### src/abk_consts.vh
// Constants for the address break comparator: register map, field positions,
// reset values and encodings. Included by the design files by bare name.
`ifndef ABK_CONSTS_VH
`define ABK_CONSTS_VH

// Register byte offsets on the AXI4-Lite bus
`define ABK_OFF_CTRL 8'h00
`define ABK_OFF_STAT 8'h04
`define ABK_OFF_ADDR 8'h08
`define ABK_OFF_DATA 8'h0C
`define ABK_OFF_ISTAT 8'h10
`define ABK_OFF_IMASK 8'h14

// Control register fields
`define ABK_CTRL_RTI_BIT 7
`define ABK_CTRL_CSEL_HI 6
`define ABK_CTRL_CSEL_LO 5
`define ABK_CTRL_ACMP_HI 4
`define ABK_CTRL_ACMP_LO 2
`define ABK_CTRL_DCMP_HI 1
`define ABK_CTRL_DCMP_LO 0
`define ABK_CTRL_RESET 8'h80

// Status/enable register fields
`define ABK_STAT_FLAG_BIT 7
`define ABK_STAT_IE_BIT 6
`define ABK_STAT_RSVD 6'h3F

// Break address and break data reset values
`define ABK_ADDR_RESET 16'hFFFF
`define ABK_DATA_RESET 16'h0000

// Cycle select encodings
`define ABK_CSEL_EXEC 2'h0
`define ABK_CSEL_READ 2'h1
`define ABK_CSEL_WRITE 2'h2
`define ABK_CSEL_RW 2'h3

// Data compare encodings
`define ABK_DCMP_NONE 2'h0
`define ABK_DCMP_LOW 2'h1
`define ABK_DCMP_HIGH 2'h2
`define ABK_DCMP_FULL 2'h3

// Bus space encodings of the CPU access
`define ABK_SPACE_MEM 2'h0
`define ABK_SPACE_IO8 2'h1
`define ABK_SPACE_IO16 2'h2

// Interrupt status bits
`define ABK_IRQ_BREAK_BIT 0
`define ABK_IRQ_BADCFG_BIT 1
`define ABK_IRQ_WIDTH 2

// AXI responses
`define ABK_RESP_OKAY 2'h0
`define ABK_RESP_SLVERR 2'h2

`endif

### src/abk_match.v
// Combinational break comparator for one CPU bus cycle.
// Assumes the CPU presents a stable cycle description while cycle_end is high.
`timescale 1ns/1ps
`include "abk_consts.vh"

module abk_match
(
   // Configuration
   input wire [7:0] ctrl,
   input wire [15:0] break_address,
   input wire [15:0] break_data,
   // CPU cycle
   input wire cpu_fetch,
   input wire cpu_read,
   input wire cpu_write,
   input wire cpu_word,
   input wire [1:0] cpu_space,
   input wire [15:0] cpu_addr,
   input wire [15:0] cpu_data,
   // Result
   output wire hit
);

   // Mask of address bits taken into the compare
   function [15:0] abk_addr_mask;
      input [2:0] sel;
      begin
         case (sel)
            3'h0: abk_addr_mask = 16'hFFFF;
            3'h1: abk_addr_mask = 16'hFFF0;
            3'h2: abk_addr_mask = 16'hFF00;
            3'h3: abk_addr_mask = 16'hF000;
            default: abk_addr_mask = 16'h0000;
         endcase
      end
   endfunction

   wire [1:0] csel;
   wire [2:0] acmp;
   wire [1:0] dcmp;
   wire cycle_ok;
   wire addr_ok;
   wire upper_lane;
   reg data_ok;

   assign csel = ctrl[`ABK_CTRL_CSEL_HI:`ABK_CTRL_CSEL_LO];
   assign acmp = ctrl[`ABK_CTRL_ACMP_HI:`ABK_CTRL_ACMP_LO];
   assign dcmp = ctrl[`ABK_CTRL_DCMP_HI:`ABK_CTRL_DCMP_LO];

   // Cycle type filter
   assign cycle_ok = (csel == `ABK_CSEL_EXEC) ? cpu_fetch :
                     (csel == `ABK_CSEL_READ) ? cpu_read :
                     (csel == `ABK_CSEL_WRITE) ? cpu_write :
                     (cpu_read | cpu_write);

   // Prohibited 1xx settings never match
   assign addr_ok = ~acmp[2] &
                    (((cpu_addr ^ break_address) & abk_addr_mask(acmp)) == 16'h0000);

   // Byte lane carrying the data: bytes and 8-bit I/O always upper, words by address
   assign upper_lane = ~cpu_word | (cpu_space == `ABK_SPACE_IO8) | ~cpu_addr[0];

   always @*
   begin
      data_ok = 1'b1;
      if (csel != `ABK_CSEL_EXEC)
      begin
         case (dcmp)
            `ABK_DCMP_NONE: data_ok = 1'b1;
            `ABK_DCMP_LOW: data_ok = ~upper_lane & (cpu_data[7:0] == break_data[7:0]);
            `ABK_DCMP_HIGH: data_ok = upper_lane & (cpu_data[15:8] == break_data[15:8]);
            default: data_ok = (cpu_data == break_data);
         endcase
      end
   end

   assign hit = cycle_ok & addr_ok & data_ok;

endmodule

### src/abk_top.v
// Address break comparator: AXI4-Lite register file, break flag, CPU request.
// Assumes the CPU bus runs on aclk and pulses cpu_cycle_end once per bus cycle.
// Function
// Break request ignores CPU global interrupt mask
// Break on instruction execution or data access
// Return-irq-unmask bit7 resets 1, holds after return
// Cycle select: exec, read, write, either
// Address compare: 16, 12, 8, 4 upper bits
// Software never writes address compare 1xx
// Data compare: none, low, high, full word
// Memory lane: word odd lower, else upper
// 8-bit I/O accesses always upper lane
// 16-bit I/O lanes like memory, bytes upper
// Module standby stops this unit alone
// Flag set on match; cleared read-1-write-0
// Request CPU when flag and enable set
// Break address read/write, resets all ones
// Byte data breaks use upper break byte
// Flag set on edge ending matching cycle
//
// Implementation choices: the AXI4-Lite interface to the registers and the register offsets.
`timescale 1ns/1ps
`include "abk_consts.vh"

module abk_top
(
   // Clock and reset
   input wire aclk,
   input wire aresetn,
   // AXI4-Lite write address
   input wire [7:0] s_axi_awaddr,
   input wire s_axi_awvalid,
   output wire s_axi_awready,
   // AXI4-Lite write data
   input wire [31:0] s_axi_wdata,
   input wire [3:0] s_axi_wstrb,
   input wire s_axi_wvalid,
   output wire s_axi_wready,
   // AXI4-Lite write response
   output reg [1:0] s_axi_bresp,
   output reg s_axi_bvalid,
   input wire s_axi_bready,
   // AXI4-Lite read address
   input wire [7:0] s_axi_araddr,
   input wire s_axi_arvalid,
   output wire s_axi_arready,
   // AXI4-Lite read data
   output reg [31:0] s_axi_rdata,
   output reg [1:0] s_axi_rresp,
   output reg s_axi_rvalid,
   input wire s_axi_rready,
   // CPU bus observation
   input wire cpu_cycle_end,
   input wire cpu_fetch,
   input wire cpu_read,
   input wire cpu_write,
   input wire cpu_word,
   input wire [1:0] cpu_space,
   input wire [15:0] cpu_addr,
   input wire [15:0] cpu_data,
   input wire cpu_rte_done,
   input wire cpu_insn_done,
   // Module standby
   input wire module_stop,
   // Outputs to interrupt logic
   output wire break_irq_req,
   output reg rte_irq_hold,
   output wire irq
);

   // Control and configuration state
   reg [7:0] ctrl;
   reg break_flag;
   reg break_irq_enable;
   reg flag_read_armed;
   reg [15:0] break_address;
   reg [15:0] break_data;
   reg [`ABK_IRQ_WIDTH-1:0] irq_status;
   reg [`ABK_IRQ_WIDTH-1:0] irq_mask;

   // Write channel holding registers
   reg aw_held;
   reg [7:0] aw_addr;
   reg w_held;
   reg [31:0] w_data;
   reg [3:0] w_strb;

   wire hit;
   wire break_event;
   wire do_write;
   wire do_read;
   wire [7:0] wr_addr;
   wire [31:0] wr_data;
   wire [3:0] wr_strb;
   wire [7:0] stat_value;

   // Merges a byte-strobed write into a 16-bit register
   function [15:0] abk_merge16;
      input [15:0] old;
      input [31:0] data;
      input [3:0] strb;
      begin
         abk_merge16[7:0] = strb[0] ? data[7:0] : old[7:0];
         abk_merge16[15:8] = strb[1] ? data[15:8] : old[15:8];
      end
   endfunction

   // Whether an offset is a mapped register
   function abk_mapped;
      input [7:0] off;
      begin
         case (off)
            `ABK_OFF_CTRL, `ABK_OFF_STAT, `ABK_OFF_ADDR,
            `ABK_OFF_DATA, `ABK_OFF_ISTAT, `ABK_OFF_IMASK: abk_mapped = 1'b1;
            default: abk_mapped = 1'b0;
         endcase
      end
   endfunction

   abk_match u_match
   (
      .ctrl(ctrl),
      .break_address(break_address),
      .break_data(break_data),
      .cpu_fetch(cpu_fetch),
      .cpu_read(cpu_read),
      .cpu_write(cpu_write),
      .cpu_word(cpu_word),
      .cpu_space(cpu_space),
      .cpu_addr(cpu_addr),
      .cpu_data(cpu_data),
      .hit(hit)
   );

   // Standby freezes matching only; registers stay reachable and retained
   assign break_event = cpu_cycle_end & hit & ~module_stop;

   // Request is not gated by any CPU mask bit
   assign break_irq_req = break_flag & break_irq_enable;

   assign irq = |(irq_status & irq_mask);

   assign stat_value = {break_flag, break_irq_enable, `ABK_STAT_RSVD};

   // Address and data are accepted independently, then the response follows
   assign s_axi_awready = ~aw_held & ~s_axi_bvalid;
   assign s_axi_wready = ~w_held & ~s_axi_bvalid;
   assign s_axi_arready = ~s_axi_rvalid;

   assign wr_addr = aw_held ? aw_addr : s_axi_awaddr;
   assign wr_data = w_held ? w_data : s_axi_wdata;
   assign wr_strb = w_held ? w_strb : s_axi_wstrb;
   assign do_write = (aw_held | (s_axi_awvalid & s_axi_awready)) &
                     (w_held | (s_axi_wvalid & s_axi_wready));
   assign do_read = s_axi_arvalid & s_axi_arready;

   // Write channel bookkeeping
   always @(posedge aclk)
   begin
      if (!aresetn)
      begin
         aw_held <= 1'b0;
         aw_addr <= 8'h00;
         w_held <= 1'b0;
         w_data <= 32'h00000000;
         w_strb <= 4'h0;
         s_axi_bvalid <= 1'b0;
         s_axi_bresp <= `ABK_RESP_OKAY;
      end
      else
      begin
         if (do_write)
         begin
            aw_held <= 1'b0;
            w_held <= 1'b0;
            s_axi_bvalid <= 1'b1;
            s_axi_bresp <= abk_mapped({wr_addr[7:2], 2'h0}) ? `ABK_RESP_OKAY :
                                                              `ABK_RESP_SLVERR;
         end
         else
         begin
            if (s_axi_awvalid && s_axi_awready)
            begin
               aw_held <= 1'b1;
               aw_addr <= s_axi_awaddr;
            end
            if (s_axi_wvalid && s_axi_wready)
            begin
               w_held <= 1'b1;
               w_data <= s_axi_wdata;
               w_strb <= s_axi_wstrb;
            end
            if (s_axi_bvalid && s_axi_bready)
            begin
               s_axi_bvalid <= 1'b0;
            end
         end
      end
   end

   // Read channel: data registered on the edge that takes the address, valid the next cycle
   always @(posedge aclk)
   begin
      if (!aresetn)
      begin
         s_axi_rvalid <= 1'b0;
         s_axi_rdata <= 32'h00000000;
         s_axi_rresp <= `ABK_RESP_OKAY;
      end
      else if (do_read)
      begin
         s_axi_rvalid <= 1'b1;
         s_axi_rresp <= `ABK_RESP_OKAY;
         case ({s_axi_araddr[7:2], 2'h0})
            `ABK_OFF_CTRL: s_axi_rdata <= {24'h000000, ctrl};
            `ABK_OFF_STAT: s_axi_rdata <= {24'h000000, stat_value};
            `ABK_OFF_ADDR: s_axi_rdata <= {16'h0000, break_address};
            `ABK_OFF_DATA: s_axi_rdata <= {16'h0000, break_data};
            `ABK_OFF_ISTAT: s_axi_rdata <= {30'h00000000, irq_status};
            `ABK_OFF_IMASK: s_axi_rdata <= {30'h00000000, irq_mask};
            default:
            begin
               s_axi_rdata <= 32'h00000000;
               s_axi_rresp <= `ABK_RESP_SLVERR;
            end
         endcase
      end
      else if (s_axi_rready)
      begin
         s_axi_rvalid <= 1'b0;
      end
   end

   // Configuration registers
   always @(posedge aclk)
   begin
      if (!aresetn)
      begin
         ctrl <= `ABK_CTRL_RESET;
         break_irq_enable <= 1'b0;
         break_address <= `ABK_ADDR_RESET;
         break_data <= `ABK_DATA_RESET;
         irq_mask <= {`ABK_IRQ_WIDTH{1'b0}};
      end
      else if (do_write)
      begin
         case ({wr_addr[7:2], 2'h0})
            `ABK_OFF_CTRL:
               if (wr_strb[0])
               begin
                  ctrl <= wr_data[7:0];
               end
            `ABK_OFF_STAT:
               if (wr_strb[0])
               begin
                  break_irq_enable <= wr_data[`ABK_STAT_IE_BIT];
               end
            `ABK_OFF_ADDR: break_address <= abk_merge16(break_address, wr_data, wr_strb);
            // Byte-access breaks expect the value in the upper byte
            `ABK_OFF_DATA: break_data <= abk_merge16(break_data, wr_data, wr_strb);
            `ABK_OFF_IMASK:
               if (wr_strb[0])
               begin
                  irq_mask <= wr_data[`ABK_IRQ_WIDTH-1:0];
               end
            default:
            begin
            end
         endcase
      end
   end

   // Break flag: set on match, cleared by writing 0 after reading it as 1
   always @(posedge aclk)
   begin
      if (!aresetn)
      begin
         break_flag <= 1'b0;
         flag_read_armed <= 1'b0;
      end
      else
      begin
         if (break_event)
         begin
            break_flag <= 1'b1;
         end
         else if (do_write && flag_read_armed && wr_strb[0] &&
                  ({wr_addr[7:2], 2'h0} == `ABK_OFF_STAT) &&
                  !wr_data[`ABK_STAT_FLAG_BIT])
         begin
            break_flag <= 1'b0;
         end
         if (do_read && ({s_axi_araddr[7:2], 2'h0} == `ABK_OFF_STAT) && break_flag)
         begin
            flag_read_armed <= 1'b1;
         end
         else if (do_write && ({wr_addr[7:2], 2'h0} == `ABK_OFF_STAT))
         begin
            flag_read_armed <= 1'b0;
         end
      end
   end

   // Sticky interrupt status, write one to clear, set wins over clear
   always @(posedge aclk)
   begin
      if (!aresetn)
      begin
         irq_status <= {`ABK_IRQ_WIDTH{1'b0}};
      end
      else
      begin
         irq_status <= (irq_status &
                        ~((do_write && wr_strb[0] &&
                           ({wr_addr[7:2], 2'h0} == `ABK_OFF_ISTAT)) ?
                          wr_data[`ABK_IRQ_WIDTH-1:0] : {`ABK_IRQ_WIDTH{1'b0}})) |
                       {ctrl[`ABK_CTRL_ACMP_HI], break_event};
      end
   end

   // Hold interrupts after a return until one instruction completes
   always @(posedge aclk)
   begin
      if (!aresetn)
      begin
         rte_irq_hold <= 1'b0;
      end
      else if (cpu_rte_done && !ctrl[`ABK_CTRL_RTI_BIT])
      begin
         rte_irq_hold <= 1'b1;
      end
      else if (cpu_insn_done)
      begin
         rte_irq_hold <= 1'b0;
      end
   end

endmodule

### config.mk
export PLATFORM = sky130hd
export DESIGN_NAME = abk_top
export DESIGN_NICKNAME = d
export VERILOG_FILES = /design/src/abk_match.v /design/src/abk_top.v
export VERILOG_INCLUDE_DIRS = /design/src /design/src/src
export SDC_FILE = /design/constraint.sdc
export NUM_CORES = 1
export LEC_CHECK = 0
export BUFFER_PORTS_ARGS = -buffer_cell sky130_fd_sc_hd__buf_2
export CELL_PAD_IN_SITES_DETAIL_PLACEMENT = 0
export CELL_PAD_IN_SITES_GLOBAL_PLACEMENT = 1
export CORE_ASPECT_RATIO = 1.75
export CORE_UTILIZATION = 25
export CTS_CLUSTER_SIZE = 14
export DETAILED_ROUTE_END_ITERATION = 16
export PLACE_DENSITY = 0.58
export SYNTH_ARGS = -nofsm -noshare
export SYNTH_HDL_FRONTEND = slang
export SYNTH_SLANG_ARGS = --single-unit
### constraint.sdc
create_clock -name aclk -period 2.6 [get_ports aclk]
set_input_delay 0.13 -clock aclk [delete_from_list [all_inputs] [get_ports aclk]]
set_output_delay 0.13 -clock aclk [all_outputs]
set_load 0.005 [all_outputs]
## Yosys cells after proc, flatten, opt, wreduce, memory -nomap -nowiden

Cells that the tools add are included.

| storage, ports and cells | value |
|---|---|
| bits of input ports | 101 |
| register bits after elaboration | 114 |
| word-level logic and storage cells | 144 |
| output and inout bits | 44 |

| operators by class | value |
|---|---|
| reduce and logical (&&, ||, !) cells | 40 |
| multiplexer cells | 26 |
| bitwise gates (word level) | 36 |
| equal/unequal tests | 21 |

Operators by type and width:

| cell | number |
|---|---|
| case mux 16 bit (6 select lines) | 1 |
| case mux 16 bit (4 select lines) | 1 |
| == test 6 x 2 -> 1 bit, second input constant | 4 |
| == test 6 x 3 -> 1 bit, second input constant | 4 |
| AND reduction 3 bit | 7 |
| two-way mux 1 bit | 17 |
| AND 16 bit | 1 |
| == test 16 bit | 1 |
| == test 8 bit | 2 |
| zero test 16 bit | 1 |
| two-way mux 16 bit | 1 |
| bitwise XOR 16 bit | 1 |
| AND 1 bit | 14 |
| logical AND 1 bit | 13 |
| == test 6 x 1 -> 1 bit, second input constant | 2 |
| zero test 6 bit | 2 |
| nonzero test 2 bit | 6 |
| OR reduction 6 bit | 2 |
| inverter 1 bit | 11 |
| two-way mux 2 bit | 4 |
| two-way mux 8 bit | 1 |
| == test 2 x 1 -> 1 bit, second input constant | 3 |
| == test 3 x 2 -> 1 bit, second input constant | 2 |
| OR 1 bit | 5 |
| other kinds (11) | 17 |

## Logic depth before layout (Yosys ltp)

| logic depth | value |
|---|---|
| word-level depth | 11 |
| depth in mapped cells | 8 |
| depth with buffers taken out | 5 |

## Cells and area by module

Synthesis repeated with hierarchy kept, for this count alone.

| unflattened totals | value |
|---|---|
| cell total of the unflattened synthesis | 542 |
| area, all modules | 4848.4 µm² |

Modules (own cells, without submodules):

| module | seq. area each (µm²) | area each (µm²) | times used | cells each |
|---|---|---|---|---|
| abk_top | 1881.8 | 4396.7 | 1 | 488 |
| abk_match | 0.0 | 451.7 | 1 | 54 |

## Worst setup path before layout

No wires, ideal clock.

| timing path | value |
|---|---|
| kind | flip-flop to flip-flop |
| start | reg aw_held |
| end | reg break_address[1] |
| clock period less this slack | 1.788 ns |
| setup time | 0.129 ns |
| data required time | 2.471 ns |
| buffers on the path | 3 |
| cell stages (with the launch flop) | 9 |
| slack | 0.812 ns |
| arrival | 1.658 ns |
| cell sequence | dfxtp_1 -> buf_4 -> buf_6 -> mux2i_1 -> o221ai_2 -> nor3_1 -> buf_4 -> mux2i_1 -> nand2_1 |

| on the way | value |
|---|---|
| word-level cells in the longest chain between the ends | 6 |
| elaborated cells on any way between the ends | 8 |
| those cells by class | 1 x eq/ne; 1 x mux; 5 x bitwise; 1 x reduce/logical |

RTL lines:

| element | RTL line | source |
|---|---|---|
| start, declared | abk_top.v:82 | `reg aw_held;` |
| start signal, assigned | abk_top.v:162 | `aw_held <= 1'b0;` |
| start signal, assigned | abk_top.v:174 | `aw_held <= 1'b0;` |
| start signal, assigned | abk_top.v:184 | `aw_held <= 1'b1;` |
| inverter 1 bit | abk_top.v:146 | `assign s_axi_awready = ~aw_held & ~s_axi_bvalid;` |
| AND 1 bit | abk_top.v:146 |  |
| AND 1 bit | abk_top.v:153 | `assign do_write = (aw_held \| (s_axi_awvalid & s_axi_awready)) &` |
| OR 1 bit | abk_top.v:153 |  |
| AND 1 bit | abk_top.v:153 |  |
| AND reduction 3 bit (no source line) * | -- |  |
| end signal, assigned | abk_top.v:241 | `` break_address <= `ABK_ADDR_RESET; `` |
| end signal, assigned | abk_top.v:258 | `` `ABK_OFF_ADDR: break_address <= abk_merge16(break_address, wr_data, wr_strb); `` |
| end, declared | abk_top.v:76 | `reg [15:0] break_address;` |

Every way passes the cells marked *; elsewhere a longest branch is shown, timed or not.
A chain may end at the register's enable or synchronous reset.

## Final worst setup path

| timing path | value |
|---|---|
| start | reg aw_held |
| end | reg ctrl[4] |

| on the way | value |
|---|---|
| word-level cells in the longest chain between the ends | 6 |
| elaborated cells on any way between the ends | 8 |
| those cells by class | 1 x mux; 5 x bitwise; 2 x reduce/logical |

RTL lines:

| element | RTL line | source |
|---|---|---|
| inverter 1 bit | abk_top.v:146 |  |
| AND 1 bit | abk_top.v:146 |  |
| AND 1 bit | abk_top.v:153 |  |
| OR 1 bit | abk_top.v:153 |  |
| AND 1 bit | abk_top.v:153 |  |
| AND reduction 3 bit (no source line) * | -- |  |
| end signal, assigned | abk_top.v:239 | `` ctrl <= `ABK_CTRL_RESET; `` |
| end signal, assigned | abk_top.v:251 | `ctrl <= wr_data[7:0];` |
| end, declared | abk_top.v:72 | `reg [7:0] ctrl;` |

Marks and branches as above.

==> results.md <==
* Status: finished, final reports clean
* Final min period at 2120 ps
* PortBufs at 104
* # resized after CTS at 0
* Routability Congestion at about 0.76
* RSZ-0062 raised after global routing: no
* Critical path required time at ~2800 ps
* Fin area at roughly 0.0059 sq mm
* Via density at approximately 4.7
* Register bit total from synthesis at 94
* Worst min path class: in2reg
* Fill count at between 2000 and 2500
* Pwr dens at around 550 mW/mm^2
* Max H-tree Level at 3
* Gate Count Post-Synth at approximately 520
* CP max-delay cell: dfxtp_1
* Critical path class: reg2reg
* Flop2flop setup slack at between 400 and 500 ps
* Unique masters post-synth at 54
* CTS Sinks at 94
* DR vias at 4028
* Synth Warn # at 0
* Final hold vios at 0
* Max incr delay on CP at roughly 530 ps
* Fraction of the cycle the final worst path needs at slightly above 80%
* Area growth syn-to-layout at 20.7%
* Gr ovfl total at 0
* WL/cell at around 16 um
* F_max at between 400 and 500 MHz
* Final setup viols at 0
* CP endpoint kind: flip-flop
* CTS tree: built
* Die Area at approximately 0.02 sq mm
* Routed Antenna Nets at 0
* Post-Syn Area at around 0.005 sq mm
* Clk Latency, worst-skew pair at 340 ps
* Hpwl dp at between 10000 and 15000 um
* Area after DPL at roughly 0.0056 sq mm
* Postcts setup bufs at 0
* TNS Setup at 0 ps
* Worst slew pin tran at around 870 ps
* Sequential area share after synthesis at about two fifths
* Gr busiest metal: met2
* CP endpoint: ctrl[4]
* Met3 Resource Use GR at under 10%
* CTS buffer count at 9
* Initial DRC Count at ~190
* Maximum vdd drop at 0.277 mV
* Met2 Use GR at about a quarter
* Average size of a mapped cell at 9.30 sq um
* Rows at 67
* Root Buffer: clkbuf_16
* Vias in the first global route at between 3000 and 4000
* RR Startpoint: aw_held
* Hold-fix buffers, CTS at 0
* GR Util met1 at 15.9%
* Starting density of the core at about a quarter
* Post-synth EDFFs at 0
* Post-Place Worst Slack at approximately 450 ps
* N_diodes at 0
* Worst slew margin at roughly two fifths
* Crit path max fanout at 10
* Max cap viols at 0
* DRT Pass-1 Iters at 6
* Total track usage at around 14%
* Die Wd at 107 um
* Fin worst setup slack at 485 ps
* Worst EP arrival at 2350 ps
* Reg clk slew, reported paths at about 70 ps
* Total I/O pin count at approximately 150
* Final wirelength at approximately 14000 um
* Core outline area at between 0.015 and 0.02 sq mm
* Footprint of the multi-input gates at roughly 0.0028 sq mm
* Worst Clk Skew at 6.79 ps
* Worst Setup Start Kind: flip-flop
* Register area at around 0.0019 sq mm
* Max Root-Sink Buffers at 2
* Vert. Die Dim at about 190 um
* Leakage at 2.57 nW
* Reg2Reg Depth at 6
* Ys flop type: dfxtp_1
* Fin nets at ~720
* Initial antenna violation count at 0
* Largest net degree at the start of global routing at between 90 and 100
* Async SR Flop Fraction at 0%
* Global-route wire length before repair at 21300 um
* Layout cells sized above 1 at about a quarter
* Final Max Tran Viols at 0
* DRC viols at 0
* Crit path launch: aw_held
* Crit-path cells: nor3b_4, o221ai_1, nor3_4, buf_4, nand2_1, o211a_1
* R2r endpoint: ctrl[4]
## where the power goes
part	leakage (nW)	internal (mW)	switching [mW]
Combinational	1.67	0.181	0.239
Sequential	0.761	1.48	0.0332
Clock	0.142	0.789	0.537
## metrics by stage
stage          hold slack (ps)  util, %  total power, mW  instances
2_1_floorplan              268        -             1.82        540
3_3_place_gp               380     29.2             1.96        852
3_5_place_dp               386     29.2             1.97        852
4_1_cts                   28.0     30.7             3.31        866
5_1_grt                   43.7     30.7             3.41        866
6_report                  37.4     30.7             3.26        866
## cell usage after synthesis, types with 4 or more instances
cell      number  area share [%]
buf_4         22             3.4
nand2_1       89             6.9
clkbuf_1      17             1.3
a222oi_1       8             1.6
o211a_1       22             4.5
nor3_1         5            0.51
a22oi_1        8             1.2
nand2b_1       8             1.0
a21boi_0      20             3.1
mux2_2        15             3.5
nor2_1        12            0.93
buf_2          5            0.51
and2_1        22             2.8
o21ai_0       26             2.7
xor2_1        31             5.6
nor4_1         6            0.77
dfxtp_1       94              39
inv_1          4            0.31
nor2b_1       17             2.2
mux2i_1       40             8.2
## worst max-delay path: cells and delay by family (launching register included)
family          cells  cell delay, ps
flops               1             530
buf+inv             1             240
simple gates        3             800
compound gates      2             440
## flip-flops by register name, indices dropped and copies added, names as in the netlist, 2 cells and up
name and flops:
w_data 16, break_data 16, s_axi_rdata 16, w_strb 2
aw_addr 6, break_address 16, irq_status 2, irq_mask 2
ctrl 8
## cell families (layout without fill, tap and decap cells)
kind of cell	count (synthesis)	after routing	synth area share, %
other	1	18	0.0771
buffers and inverters	50	135	5.84
and+or+nand+nor	187	187	21.0
xor gates and xnor gates	32	32	5.76
DFF	94	94	38.7
AOI/OAI and AO/OA	104	104	16.9
muxes	55	55	11.7
## per-layer routing
metal	routed length [um]	vias up	part of all wire, %
li1	-	2010	-
met1	5570	1875	40
met2	7270	115	52
met3	511	28	3.7
met4	522	0	3.8
met5	0	-	0
## cells in the final DEF (no fill, tap or decap), types with 3 or more instances in the layout
cell / netlist / layout
o221ai_2: 3 / 3
mux2_2: 15 / 15
a21boi_0: 20 / 20
mux2i_1: 40 / 40
xor2_1: 31 / 31
inv_1: 4 / 4
nand2b_1: 8 / 8
o21ai_0: 26 / 26
dfxtp_1: 94 / 94
and2_1: 22 / 22
nand2_1: 89 / 89
nor2b_1: 17 / 17
o22ai_1: 3 / 3
buf_2: 5 / 104
nor2_1: 12 / 12
clkbuf_16: 0 / 9
conb_1: 1 / 18
a222oi_1: 8 / 8
o211a_1: 22 / 22
nor4_1: 6 / 6
nor3_1: 5 / 5
buf_4: 22 / 13
a22oi_1: 8 / 8
nor3_4: 3 / 3
nor3_2: 3 / 3
## cell type report
class	count	share of cell area, %
clock inverters	1	0.512
inverters	4	0.256
clock buffers	13	4.43
flip-flops and latches	94	32.1
repair buffers	117	10.5
well taps	241	5.14
multi-input cells	396	47.1
## worst min-delay path by stage
stage,from,depth (start not counted),slack (ps),end
after floorplan,s_axi_arvalid,1,270,s_axi_rvalid
after global routing,s_axi_arvalid,2,40,s_axi_rvalid
after global placement,s_axi_arvalid,2,380,s_axi_rvalid
after detailed placement,s_axi_arvalid,2,390,s_axi_rvalid
after CTS,s_axi_arvalid,2,30,s_axi_rvalid
final,s_axi_arvalid,2,40,s_axi_rvalid
Note: power is estimated with default switching activity, not from simulation.
